==> config.mk <==
export PLATFORM = sky130hd
export DESIGN_NAME = t1_rx_monitor_align_signaling_ctl
export DESIGN_NICKNAME = d
export VERILOG_FILES = /design/src/design/t1_sig_pkg.sv /design/src/design/align_edge_arm.sv /design/src/design/t1_rx_monitor_align_signaling_ctl.sv
export SDC_FILE = /design/constraint.sdc
export NUM_CORES = 1
export LEC_CHECK = 0
export ABC_CLOCK_PERIOD_IN_PS = 2600
export CAP_MARGIN = 20
export CORE_UTILIZATION = 60
export DETAILED_ROUTE_END_ITERATION = 12
export DONT_BUFFER_PORTS = 1
export PLACE_DENSITY = 0.76
export SETUP_SLACK_MARGIN = 0.2
export SLEW_MARGIN = 10
export SYNTH_ARGS = -nofsm -noshare
export SYNTH_HDL_FRONTEND = slang
export SYNTH_HIERARCHICAL = 1
export SYNTH_SLANG_ARGS = --single-unit
==> constraint.sdc <==
create_clock -name pclk -period 2.6 [get_ports pclk]
set_input_delay 0.13 -clock pclk [delete_from_list [all_inputs] [get_ports pclk]]
set_output_delay 0.13 -clock pclk [all_outputs]
set_load 0.02 [all_outputs]
==> src/design/t1_sig_pkg.sv <==
// Package: register map, field layout and line-side carriers of the framer control block
package t1_sig_pkg;
  // Register indices; byte address is four times the index
  localparam logic [7:0] CTL_IDX = 8'h1e;
  localparam logic [7:0] MON_IDX = 8'h1f;
  localparam logic [7:0] SIGCTL_IDX = 8'h20;
  localparam logic [7:0] RS_BASE_IDX = 8'h60;
  localparam logic [7:0] TS_BASE_IDX = 8'h70;
  localparam int SIG_REGS = 12;
  localparam int SIG_BITS = SIG_REGS * 8;
  // Field positions
  localparam int CRC_SEL_BIT = 7;
  localparam int RX_ALIGN_BIT = 6;
  localparam int TX_ALIGN_BIT = 5;
  localparam int MON_MSB = 4;
  localparam int MON_LSB = 0;
  localparam int FORCE_ONES_BIT = 5;
  localparam logic [2:0] LAST_BIT_IDX = 3'h7;
  // Reset values
  localparam logic [7:0] CTL_RST = 8'h00;
  localparam logic [7:0] SIGCTL_RST = 8'h00;
  localparam logic [7:0] MON_RST = 8'h00;

  typedef struct packed {
    logic data;
    logic bit_en;
    logic [4:0] chan;
    logic [2:0] bit_idx;
    logic sig_pos;
    logic [1:0] sig_sel;
    logic mf_boundary;
    logic loss_sync;
  } rx_line_s;

  typedef struct packed {
    logic data;
    logic bit_en;
    logic [4:0] chan;
    logic sig_pos;
    logic [1:0] sig_sel;
    logic mf_boundary;
  } tx_line_s;
endpackage : t1_sig_pkg

==> src/design/align_edge_arm.sv <==
// One-shot elastic store align request from a rising control bit
`timescale 1ns/10ps
`default_nettype none
module align_edge_arm (
  input wire logic pclk,
  input wire logic presetn,
  input wire logic align_bit,
  input wire logic sep_gt_half,
  output logic align_pulse
);
  logic prev_reg;
  logic prev_next;
  logic pulse_reg;
  logic pulse_next;

  always_comb begin
    prev_next = align_bit;
    // Held-high bit fires nothing; a wide gap is left alone
    pulse_next = align_bit && !prev_reg && !sep_gt_half;
  end

  always_ff @(posedge pclk or negedge presetn) begin
    if (!presetn) begin
      prev_reg <= 1'b0;
      pulse_reg <= 1'b0;
    end else begin
      prev_reg <= prev_next;
      pulse_reg <= pulse_next;
    end
  end

  assign align_pulse = pulse_reg;
endmodule : align_edge_arm
`default_nettype wire

==> src/design/t1_rx_monitor_align_signaling_ctl.sv <==
// Framer control: CRC6 select, elastic align, DS0 monitor, robbed-bit signaling
//
// Behaviour
// - CRC6 select bit picks standard or alternate
// - Receive align rise forces half-frame separation
// - Already wide separation leaves pointers alone
// - Align fires only on rising bit edge
// - Transmit align rise forces half-frame separation
// - Five-bit field selects monitored receive timeslot
// - First received bit lands in bit 7
// - Force-ones clear passes signaling bits unchanged
// - Force-ones set drives signaling positions of the receive serial output high
// - Twelve receive, twelve transmit signaling registers
// - Extract receive, insert transmit robbed-bit signaling
// - Processor and hardware signaling work together
`timescale 1ns/10ps
`default_nettype none
module t1_rx_monitor_align_signaling_ctl (
  input wire logic pclk,
  input wire logic presetn,
  input wire logic psel,
  input wire logic penable,
  input wire logic pwrite,
  input wire logic [11:0] paddr,
  input wire logic [31:0] pwdata,
  output logic [31:0] prdata,
  output logic pready,
  output logic pslverr,
  input wire t1_sig_pkg::rx_line_s rx_line,
  input wire t1_sig_pkg::tx_line_s tx_line,
  input wire logic rx_es_sep_gt_half,
  input wire logic tx_es_sep_gt_half,
  output logic rx_alt_crc6_select,
  output logic rx_es_align,
  output logic tx_es_align,
  output logic rx_serial_output,
  output logic rx_sig_hw_out,
  output logic tx_serial_out
);
  import t1_sig_pkg::*;

  // ******************************************
  // Helpers
  // ******************************************
  // Flat bit of a channel/bit-letter pair in the twelve-register block
  function automatic logic [6:0] sig_index(input logic [4:0] chan, input logic [1:0] sel);
    logic [6:0] reg_no;
    reg_no = 7'(sel) * 7'd3 + 7'(chan[4:3]);
    return {reg_no[3:0], chan[2:0]};
  endfunction : sig_index

  // True when a bus address decodes to the given register index
  function automatic logic idx_hit(input logic [11:0] addr, input logic [7:0] idx);
    return addr[9:2] == idx && addr[11:10] == 2'b00;
  endfunction : idx_hit

  function automatic logic sig_hit(input logic [11:0] addr, input logic [7:0] base);
    return addr[11:10] == 2'b00 && addr[9:2] >= base &&
      addr[9:2] < base + 8'(SIG_REGS);
  endfunction : sig_hit

  // ******************************************
  // Register bus
  // ******************************************
  logic [7:0] ctl_reg;
  logic [7:0] ctl_next;
  logic [7:0] sigctl_reg;
  logic [7:0] sigctl_next;
  logic [SIG_BITS-1:0] ts_reg;
  logic [SIG_BITS-1:0] ts_next;
  logic [SIG_BITS-1:0] rs_reg;
  logic [SIG_BITS-1:0] rs_next;
  logic [7:0] mon_reg;
  logic [7:0] mon_next;
  logic [31:0] prdata_reg;
  logic [31:0] prdata_next;
  logic setup;
  logic access;
  logic mapped;
  logic [3:0] rs_slot;
  logic [3:0] ts_slot;

  assign setup = psel && !penable;
  assign access = psel && penable;
  assign mapped = idx_hit(paddr, CTL_IDX) || idx_hit(paddr, MON_IDX) ||
    idx_hit(paddr, SIGCTL_IDX) || sig_hit(paddr, RS_BASE_IDX) || sig_hit(paddr, TS_BASE_IDX);
  assign rs_slot = 4'(paddr[9:2] - RS_BASE_IDX);
  assign ts_slot = 4'(paddr[9:2] - TS_BASE_IDX);
  // No wait states; unmapped addresses answer with an error
  assign pready = 1'b1;
  assign pslverr = access && !mapped;
  assign prdata = prdata_reg;

  always_comb begin
    ctl_next = ctl_reg;
    sigctl_next = sigctl_reg;
    ts_next = ts_reg;
    prdata_next = prdata_reg;
    if (access && pwrite) begin
      if (idx_hit(paddr, CTL_IDX)) begin
        ctl_next = pwdata[7:0];
      end
      if (idx_hit(paddr, SIGCTL_IDX)) begin
        sigctl_next = pwdata[7:0];
      end
      if (sig_hit(paddr, TS_BASE_IDX)) begin
        ts_next[ts_slot*8 +: 8] = pwdata[7:0];
      end
    end
    // Read data sampled in setup so it leaves a flip-flop during access
    if (setup && !pwrite) begin
      prdata_next = 32'h0000_0000;
      if (idx_hit(paddr, CTL_IDX)) begin
        prdata_next[7:0] = ctl_reg;
      end
      if (idx_hit(paddr, MON_IDX)) begin
        prdata_next[7:0] = mon_reg;
      end
      if (idx_hit(paddr, SIGCTL_IDX)) begin
        prdata_next[7:0] = sigctl_reg;
      end
      if (sig_hit(paddr, RS_BASE_IDX)) begin
        prdata_next[7:0] = rs_reg[rs_slot*8 +: 8];
      end
      if (sig_hit(paddr, TS_BASE_IDX)) begin
        prdata_next[7:0] = ts_reg[ts_slot*8 +: 8];
      end
    end
  end

  always_ff @(posedge pclk or negedge presetn) begin
    if (!presetn) begin
      ctl_reg <= CTL_RST;
      sigctl_reg <= SIGCTL_RST;
      ts_reg <= '0;
      prdata_reg <= 32'h0000_0000;
    end else begin
      ctl_reg <= ctl_next;
      sigctl_reg <= sigctl_next;
      ts_reg <= ts_next;
      prdata_reg <= prdata_next;
    end
  end

  assign rx_alt_crc6_select = ctl_reg[CRC_SEL_BIT];

  // ******************************************
  // Elastic store align
  // ******************************************
  // Clock stability before arming is left to software
  align_edge_arm rx_arm (
    .pclk(pclk),
    .presetn(presetn),
    .align_bit(ctl_reg[RX_ALIGN_BIT]),
    .sep_gt_half(rx_es_sep_gt_half),
    .align_pulse(rx_es_align)
  );

  align_edge_arm tx_arm (
    .pclk(pclk),
    .presetn(presetn),
    .align_bit(ctl_reg[TX_ALIGN_BIT]),
    .sep_gt_half(tx_es_sep_gt_half),
    .align_pulse(tx_es_align)
  );

  // ******************************************
  // Receive DS0 monitor
  // ******************************************
  logic [7:0] mon_shift_reg;
  logic [7:0] mon_shift_next;
  logic mon_take;

  // Field holds channel minus one, so it compares straight to the timeslot
  assign mon_take = rx_line.bit_en && rx_line.chan == ctl_reg[MON_MSB:MON_LSB];

  always_comb begin
    mon_shift_next = mon_shift_reg;
    mon_next = mon_reg;
    if (mon_take) begin
      mon_shift_next = {mon_shift_reg[6:0], rx_line.data};
      if (rx_line.bit_idx == LAST_BIT_IDX) begin
        mon_next = {mon_shift_reg[6:0], rx_line.data};
      end
    end
  end

  always_ff @(posedge pclk or negedge presetn) begin
    if (!presetn) begin
      mon_shift_reg <= 8'h00;
      mon_reg <= MON_RST;
    end else begin
      mon_shift_reg <= mon_shift_next;
      mon_reg <= mon_next;
    end
  end

  // ******************************************
  // Robbed-bit signaling
  // ******************************************
  logic [SIG_BITS-1:0] rs_shadow_reg;
  logic [SIG_BITS-1:0] rs_shadow_next;
  logic [SIG_BITS-1:0] ts_shift_reg;
  logic [SIG_BITS-1:0] ts_shift_next;
  logic rx_ser_reg;
  logic rx_ser_next;
  logic rx_hw_reg;
  logic rx_hw_next;
  logic tx_ser_reg;
  logic tx_ser_next;
  logic force_ones;

  assign force_ones = sigctl_reg[FORCE_ONES_BIT];

  always_comb begin
    rs_shadow_next = rs_shadow_reg;
    rs_next = rs_reg;
    rx_ser_next = rx_ser_reg;
    rx_hw_next = rx_hw_reg;
    if (rx_line.bit_en) begin
      rx_ser_next = rx_line.data;
      if (rx_line.sig_pos) begin
        rs_shadow_next[sig_index(rx_line.chan, rx_line.sig_sel)] = rx_line.data;
        if (force_ones) begin
          rx_ser_next = 1'b1;
        end
      end
      // Hardware path reads the held block, independent of processor reads
      rx_hw_next = rs_reg[sig_index(rx_line.chan, rx_line.sig_sel)];
    end
    // Frozen while out of sync so the last good signaling survives
    if (rx_line.mf_boundary && !rx_line.loss_sync) begin
      rs_next = rs_shadow_reg;
    end
  end

  always_comb begin
    ts_shift_next = ts_shift_reg;
    tx_ser_next = tx_ser_reg;
    if (tx_line.mf_boundary) begin
      ts_shift_next = ts_reg;
    end
    if (tx_line.bit_en) begin
      tx_ser_next = tx_line.sig_pos ?
        ts_shift_reg[sig_index(tx_line.chan, tx_line.sig_sel)] : tx_line.data;
    end
  end

  always_ff @(posedge pclk or negedge presetn) begin
    if (!presetn) begin
      rs_shadow_reg <= '0;
      rs_reg <= '0;
      ts_shift_reg <= '0;
      rx_ser_reg <= 1'b0;
      rx_hw_reg <= 1'b0;
      tx_ser_reg <= 1'b0;
    end else begin
      rs_shadow_reg <= rs_shadow_next;
      rs_reg <= rs_next;
      ts_shift_reg <= ts_shift_next;
      rx_ser_reg <= rx_ser_next;
      rx_hw_reg <= rx_hw_next;
      tx_ser_reg <= tx_ser_next;
    end
  end

  assign rx_serial_output = rx_ser_reg;
  assign rx_sig_hw_out = rx_hw_reg;
  assign tx_serial_out = tx_ser_reg;
endmodule : t1_rx_monitor_align_signaling_ctl
`default_nettype wire

==> impl_metrics.tcl, run 1 <==
set metrics [dict create \
    drc 0 \
    synth_cell_types 70 \
    ys_warn_count 6 \
    synth_edf_count 0 \
    root_buffer "clkbuf_16" \
    start_util 0.6158 \
    place_hpwl_um 36080 \
    syn_to_final_growth_pct 10.91 \
    p_sw_w 0.003614 \
    grt_max_degree 431 \
    crit_chain "fa_1 -> ha_1 -> fa_1 -> nor2b_1 -> nand3_1 -> buf_4 -> nor3_1 -> mux2_2" \
    hold_ws_ns -0.7275 \
    gp_congestion 0.9610 \
    rows 67 \
    total_power_w 0.01485 \
    worstSetupEndpointType "flop" \
    worstPathMaxFanout 8 \
    synthCells 1661 \
    r2r_end "rx_sig_hw_out$_DFFE_PN0P_" \
    clk_latency_ns 0.56 \
    fillers 2406 \
    power_leakage_nw 10.67 \
    avgSynthCellArea_um2 12.52 \
    clkPwrFrac 0.417 \
    maxCapViolations 0 \
    dr.pass1.iters 6 \
    crit_path_start_kind "primary input" \
    io_pins 117 \
    worstSetupPathType "primary input to flop" \
    io_buffer_count 0 \
    path_clk_slew_ns 0.07 \
    fmax_mhz 470.8 \
    core_um2 33780 \
    final_core_util 0.6830 \
    dr_total_vias 14190 \
    cts_num_sinks 430 \
    ys_seq_area_frac 0.5172 \
    crit_arrival_ns 2.55 \
    drt-total-wl_um 54830 \
    antenna_found_initial 2 \
    peakVddDrop_v 0.0005242 \
    wire_per_inst_um 25.17 \
    switching_share 0.2434 \
    die_y_um 188.2 \
    pwr-share-comb 0.093 \
    pre_cts_ws_ns -0.06204 \
    grtUsageTotal 0.3193 \
    cts_buffer_depth 3 \
    dieWidth_um 188.2 \
    cp_common_cell "fa_1" \
    slowest_delay_ns 0.69 \
    yosys_register_bits 430 \
    drtIter0Drc 1702 \
    hold_buffers 40 \
    viasPerCell 6.514 \
    ys_async_sr_fraction 1.000 \
    intPower_w 0.01123 \
    r2r_slack_ns 0.56 \
    fin_cells 2178 \
    status "finished, violations left" \
    hold_viol_final 430 \
    period_share 0.8169 \
    power.density_nw_per_um2 643.5 \
    drive_gt1_frac 0.3241 \
    setup_ws_ns 0.4760 \
    cp_num_buf_inv 1 \
    setup_viol 0 \
    fin_nets 1785 \
    regToRegStartpoint "rs_reg[55]$_DFFE_PN0P_" \
    slew_violations 220 \
    crit_family "adder cells" \
    cts_max_level 2 \
    r2r_cells 5 \
    tightest_slew_ns 1.908 \
    rsz0062_at_grt "false" \
    cts_tree "built" \
    grt_pass1_wl_um 86120 \
    grt.overflow.total 0 \
    power_frac_seq 0.489 \
    violations "hold timing, slew limit" \
    maxSlewHeadroom -0.2717 \
    finClkSkew_ns 0.02354 \
    dieArea_um2 35420 \
    crit_required_ns 3.03 \
    fin_crit_ns 2.124 \
    ant_nets 0 \
    grt_pass1_vias 14480 \
    tns_ns 0 \
    cts_buffers 43 \
    ys_dominant_reg_cell "dfrtp_1" \
    hold_path.class "primary input to asynchronous set/reset pin" \
    placed_cells 2058 \
    critPathSlowestCell "fa_1" \
    synth_area_um2 20800 \
]
-- cells in the mapped netlist, drive strengths merged (12+ instances only) --
| master | number | area (um2) |
|---|---|---|
| clkbuf | 50 | 187.7 |
| o21ai | 110 | 550.5 |
| nand2 | 217 | 814.5 |
| a22oi | 23 | 172.7 |
| mux2 | 336 | 3784 |
| o31ai | 12 | 90.09 |
| nor3 | 20 | 136.4 |
| nand3 | 31 | 160.1 |
| dfrtp | 430 | 10760 |
| mux2i | 39 | 390.4 |
| a21oi | 34 | 170.2 |
| nor2 | 71 | 269.0 |
| nor2b | 13 | 81.33 |
| buf | 76 | 441.7 |
| mux4 | 78 | 1757 |
-- logic make-up after synthesis --
family / Yosys count / share of synthesized area
xor+xnor: 7 / 0.002947
simple gates: 394 / 0.08685
other cells: 2 / 0.0003610
compound gates: 226 / 0.06622
mux: 453 / 0.2851
buf+inv: 136 / 0.03206
flops: 430 / 0.5172
fa+ha+maj: 13 / 0.009262
-- cell usage in the layout (no fill, tap or decap), types with 12 or more instances in the layout --
cell           instances
conb_1                25
a21oi_1               34
mux2_2               336
nor2_1                70
nand3_1               30
clkbuf_16             43
mux2i_1               39
nor2b_1               12
dlygate4sd3_1         38
nor3_1                14
o31ai_1               12
a22oi_1               23
o21ai_0              102
buf_4                 51
mux4_2                78
nand2_1              217
dfrtp_1              430
-- metrics by stage --
step | hold WS [ns] | instance area (um2)
after floorplan | -0.1656 | 20890
after global routing | -0.7473 | 23070
after CTS | -0.7360 | 23070
after detailed placement | -0.1557 | 21230
final | -0.7275 | 23070
after global placement | -0.1536 | 21230
-- power groups by stage --
stage          Sequential [W]  Clock [W]  Combinational, W
2_1_floorplan         0.00726          0           0.00106
3_3_place_gp          0.00735          0           0.00120
3_5_place_dp          0.00738          0           0.00123
4_1_cts               0.00726    0.00625           0.00136
5_1_grt               0.00729    0.00652           0.00146
6_report              0.00727    0.00620           0.00138
-- layer usage --
layer	vias to the layer above	GRT usage	wire (um)
li1	6062	-	-
met1	7259	0.4200	21480
met2	686	0.5223	26440
met3	178	0.05513	4124
met4	2	0.1448	2770
met5	-	0	10
-- layout make-up --
class | count | area (um2) | area share
sequential | 430 | 10760 | 0.4664
multi-input combinational | 1118 | 9470 | 0.4104
clock buffer | 60 | 1240 | 0.05374
timing repair buffer | 92 | 838.3 | 0.03633
tap | 448 | 560.5 | 0.02429
clock inverter | 18 | 161.4 | 0.006995
inverter | 10 | 37.54 | 0.001627
antenna | 2 | 5.005 | 0.0002169
-- repair_timing --
| action | CTS | global route |
|---|---|---|
| gates resized for setup | 0 | 0 |
| setup buffers | 0 | 0 |
| endpoints found under the hold margin | 749 | 430 |
-- worst max path at each step --
stage / from / to / slack, ns / cells past startpoint
2_1_floorplan: rx_line[2] / rs_shadow_reg[89]$_DFFE_PN0P_ / 0.19 / 7
3_3_place_gp: rx_line[2] / rs_shadow_reg[51]$_DFFE_PN0P_ / -0.08 / 8
3_5_place_dp: rx_line[2] / rs_shadow_reg[50]$_DFFE_PN0P_ / -0.06 / 8
4_1_cts: rx_line[2] / rs_shadow_reg[50]$_DFFE_PN0P_ / 0.49 / 8
5_1_grt: rx_line[2] / rs_shadow_reg[50]$_DFFE_PN0P_ / 0.37 / 8
6_report: rx_line[2] / rs_shadow_reg[50]$_DFFE_PN0P_ / 0.48 / 8
Power figures use the tool's default switching activity.
==> inputs of run 2 (changes only) <==
--- a/config.mk
+++ b/config.mk
@@ -5,9 +5,9 @@
 export SDC_FILE = /design/constraint.sdc
 export NUM_CORES = 1
 export LEC_CHECK = 0
-export ABC_CLOCK_PERIOD_IN_PS = 2600
+export ABC_CLOCK_PERIOD_IN_PS = 1700
 export CAP_MARGIN = 20
-export CORE_UTILIZATION = 60
+export CORE_UTILIZATION = 58
 export DETAILED_ROUTE_END_ITERATION = 12
 export DONT_BUFFER_PORTS = 1
 export PLACE_DENSITY = 0.76
==> constraint.sdc (replaced) <==
create_clock -name pclk -period 1.7 [get_ports pclk]
set_input_delay 0.085 -clock pclk [delete_from_list [all_inputs] [get_ports pclk]]
set_output_delay 0.085 -clock pclk [all_outputs]
set_load 0.02 [all_outputs]
==> impl_metrics.tcl, run 2 (synthesis gave the netlist of run 1 again) <==
set metrics [dict create \
    total_power_w 0.02393 \
    dr_total_vias 15650 \
    rsz0062_at_grt "true" \
    violations "hold timing, setup timing" \
    viasPerCell 6.660 \
    dieArea_um2 36630 \
    io_buffer_count 0 \
    grt_max_degree 431 \
    cts_buffer_depth 3 \
    path_clk_slew_ns 0.07 \
    place_hpwl_um 38290 \
    drc 0 \
    cts_max_level 2 \
    crit_path_start_kind "flop" \
    fmax_mhz 477.4 \
    clk_latency_ns 0.57 \
    maxSlewHeadroom 0.2840 \
    drive_gt1_frac 0.4474 \
    final_core_util 0.7551 \
    dr.pass1.iters 6 \
    gp_congestion 0.9459 \
    fin_nets 1951 \
    cts_num_sinks 430 \
    crit_arrival_ns 2.52 \
    crit_chain "mux4_2 -> mux4_2 -> and3b_1 -> o41ai_2 -> o41ai_1" \
    final_cell_mix "430 x dfrtp_1, 249 x mux2_2, 181 x nand2_1" \
    worstPathMaxFanout 3 \
    fillers 2033 \
    period_share 1.232 \
    start_util 0.5964 \
    power.density_nw_per_um2 908.5 \
    status "finished, violations left" \
    setup_ws_ns -0.3947 \
    setup_viol 112 \
    wire_per_inst_um 27.61 \
    dieWidth_um 191.4 \
    hold_viol_final 528 \
    die_y_um 191.4 \
    drtIter0Drc 1617 \
    rows 68 \
    fin_crit_ns 2.095 \
    power_leakage_nw 12.14 \
    grt_pass1_wl_um 96190 \
    grt_pass1_vias 15910 \
    slowest_delay_ns 0.51 \
    finClkSkew_ns 0.02442 \
    hold_ws_ns -0.7783 \
    drt-total-wl_um 64880 \
    root_buffer "clkbuf_16" \
    syn_to_final_growth_pct 26.61 \
    ant_nets 0 \
    worstSetupPathType "flop to flop" \
    hold_path.class "primary input to asynchronous set/reset pin" \
    worstSetupEndpointType "flop" \
    slew_violations 0 \
    grt.overflow.total 0 \
    cts_tree "built" \
    final_common_cell "dfrtp_1" \
    cts_buffers 44 \
    io_pins 117 \
    core_um2 34880 \
    grtUsageTotal 0.3528 \
    antenna_found_initial 5 \
    cp_common_cell "mux4_2" \
    critPathSlowestCell "mux4_2" \
    maxCapViolations 0 \
    peakVddDrop_v 0.001115 \
    tightest_slew_ns 1.074 \
    crit_required_ns 2.13 \
]
==> run 2: timing repair <==
item / in CTS / in global routing
setup buffers: 11 / 11
hold buffers: 86 / 2
pin swaps: 60 / 33
cloned: 0 / 1
setup endpoints to repair: 122 / 129
endpoints found under the hold margin: 750 / 534
gates resized for setup: 278 / 74
==> run 2: path summary, 6_finish.rpt <==
| kind | from | end | slack [ns] | cells past startpoint |
|---|---|---|---|---|
| max | rs_reg[52]$_DFFE_PN0P_ | rx_sig_hw_out$_DFFE_PN0P_ | -0.39 | 5 |
| min | presetn | sigctl_reg[0]$_DFFE_PN0P_ | -0.78 | 0 |
| max reg2reg | rs_reg[52]$_DFFE_PN0P_ | rx_sig_hw_out$_DFFE_PN0P_ | -0.39 | 5 |
| min reg2reg | tx_arm/prev_reg$_DFF_PN0_ | tx_arm/align_pulse$_DFF_PN0_ | 0.42 | 1 |
| max in group asynchronous | presetn | rs_reg[54]$_DFFE_PN0P_ | 1.59 | 0 |
| min in group pclk | rx_line[14] | rs_shadow_reg[21]$_DFFE_PN0P_ | -0.33 | 1 |
==> run 2: power breakdown <==
part | leakage, nW | internal (W) | switching (W) | total, W
logic | 5.47 | 0.00164 | 0.00156 | 0.00321
registers | 5.96 | 0.0107 | 0.000392 | 0.0111
clock network | 0.709 | 0.00550 | 0.00411 | 0.00962
==> run 2: area by class of cell <==
cell class	count	area [um2]	area share
Sequential cell	430	10760	0.4085
Clock inverter	14	105.1	0.003990
Inverter	10	95.09	0.003610
Timing Repair Buffer	257	2470	0.09377
Tap cell	455	569.3	0.02161
Antenna cell	4	10.01	0.0003800
Clock buffer	62	1310	0.04973
Multi-Input combinational cell	1118	11020	0.4184
==> run 2: metrics by stage <==
step	setup WS (ns)	cells	cell area [um2]	hold WS (ns)	setup TNS, ns
global placement	-0.8952	2164	22400	-0.1998	-78.93
detailed placement	-1.059	2164	22400	-0.1981	-84.13
finish	-0.3947	2350	26340	-0.7783	-20.12
floorplan	-0.6344	1684	21470	-0.2106	-74.43
CTS	-0.3257	2337	25870	-0.7781	-14.24
global route	-0.4353	2350	26340	-0.7829	-24.33
==> run 2: critical path, delay by kind of cell, from the launching register on <==
family / cells / cell delay, ns
and+or+nand+nor: 1 / 0.21
DFF: 1 / 0.43
AOI/OAI and AO/OA: 2 / 0.33
muxes: 2 / 1.01
==> run 2: routing by layer <==
metal  share of wire  routed length [um]  global-route usage
met2            0.49               31530              0.5732
met5         0.00020                  13                   0
met3           0.086                5559             0.06334
met1            0.36               23480              0.4481
met4           0.066                4289              0.1978
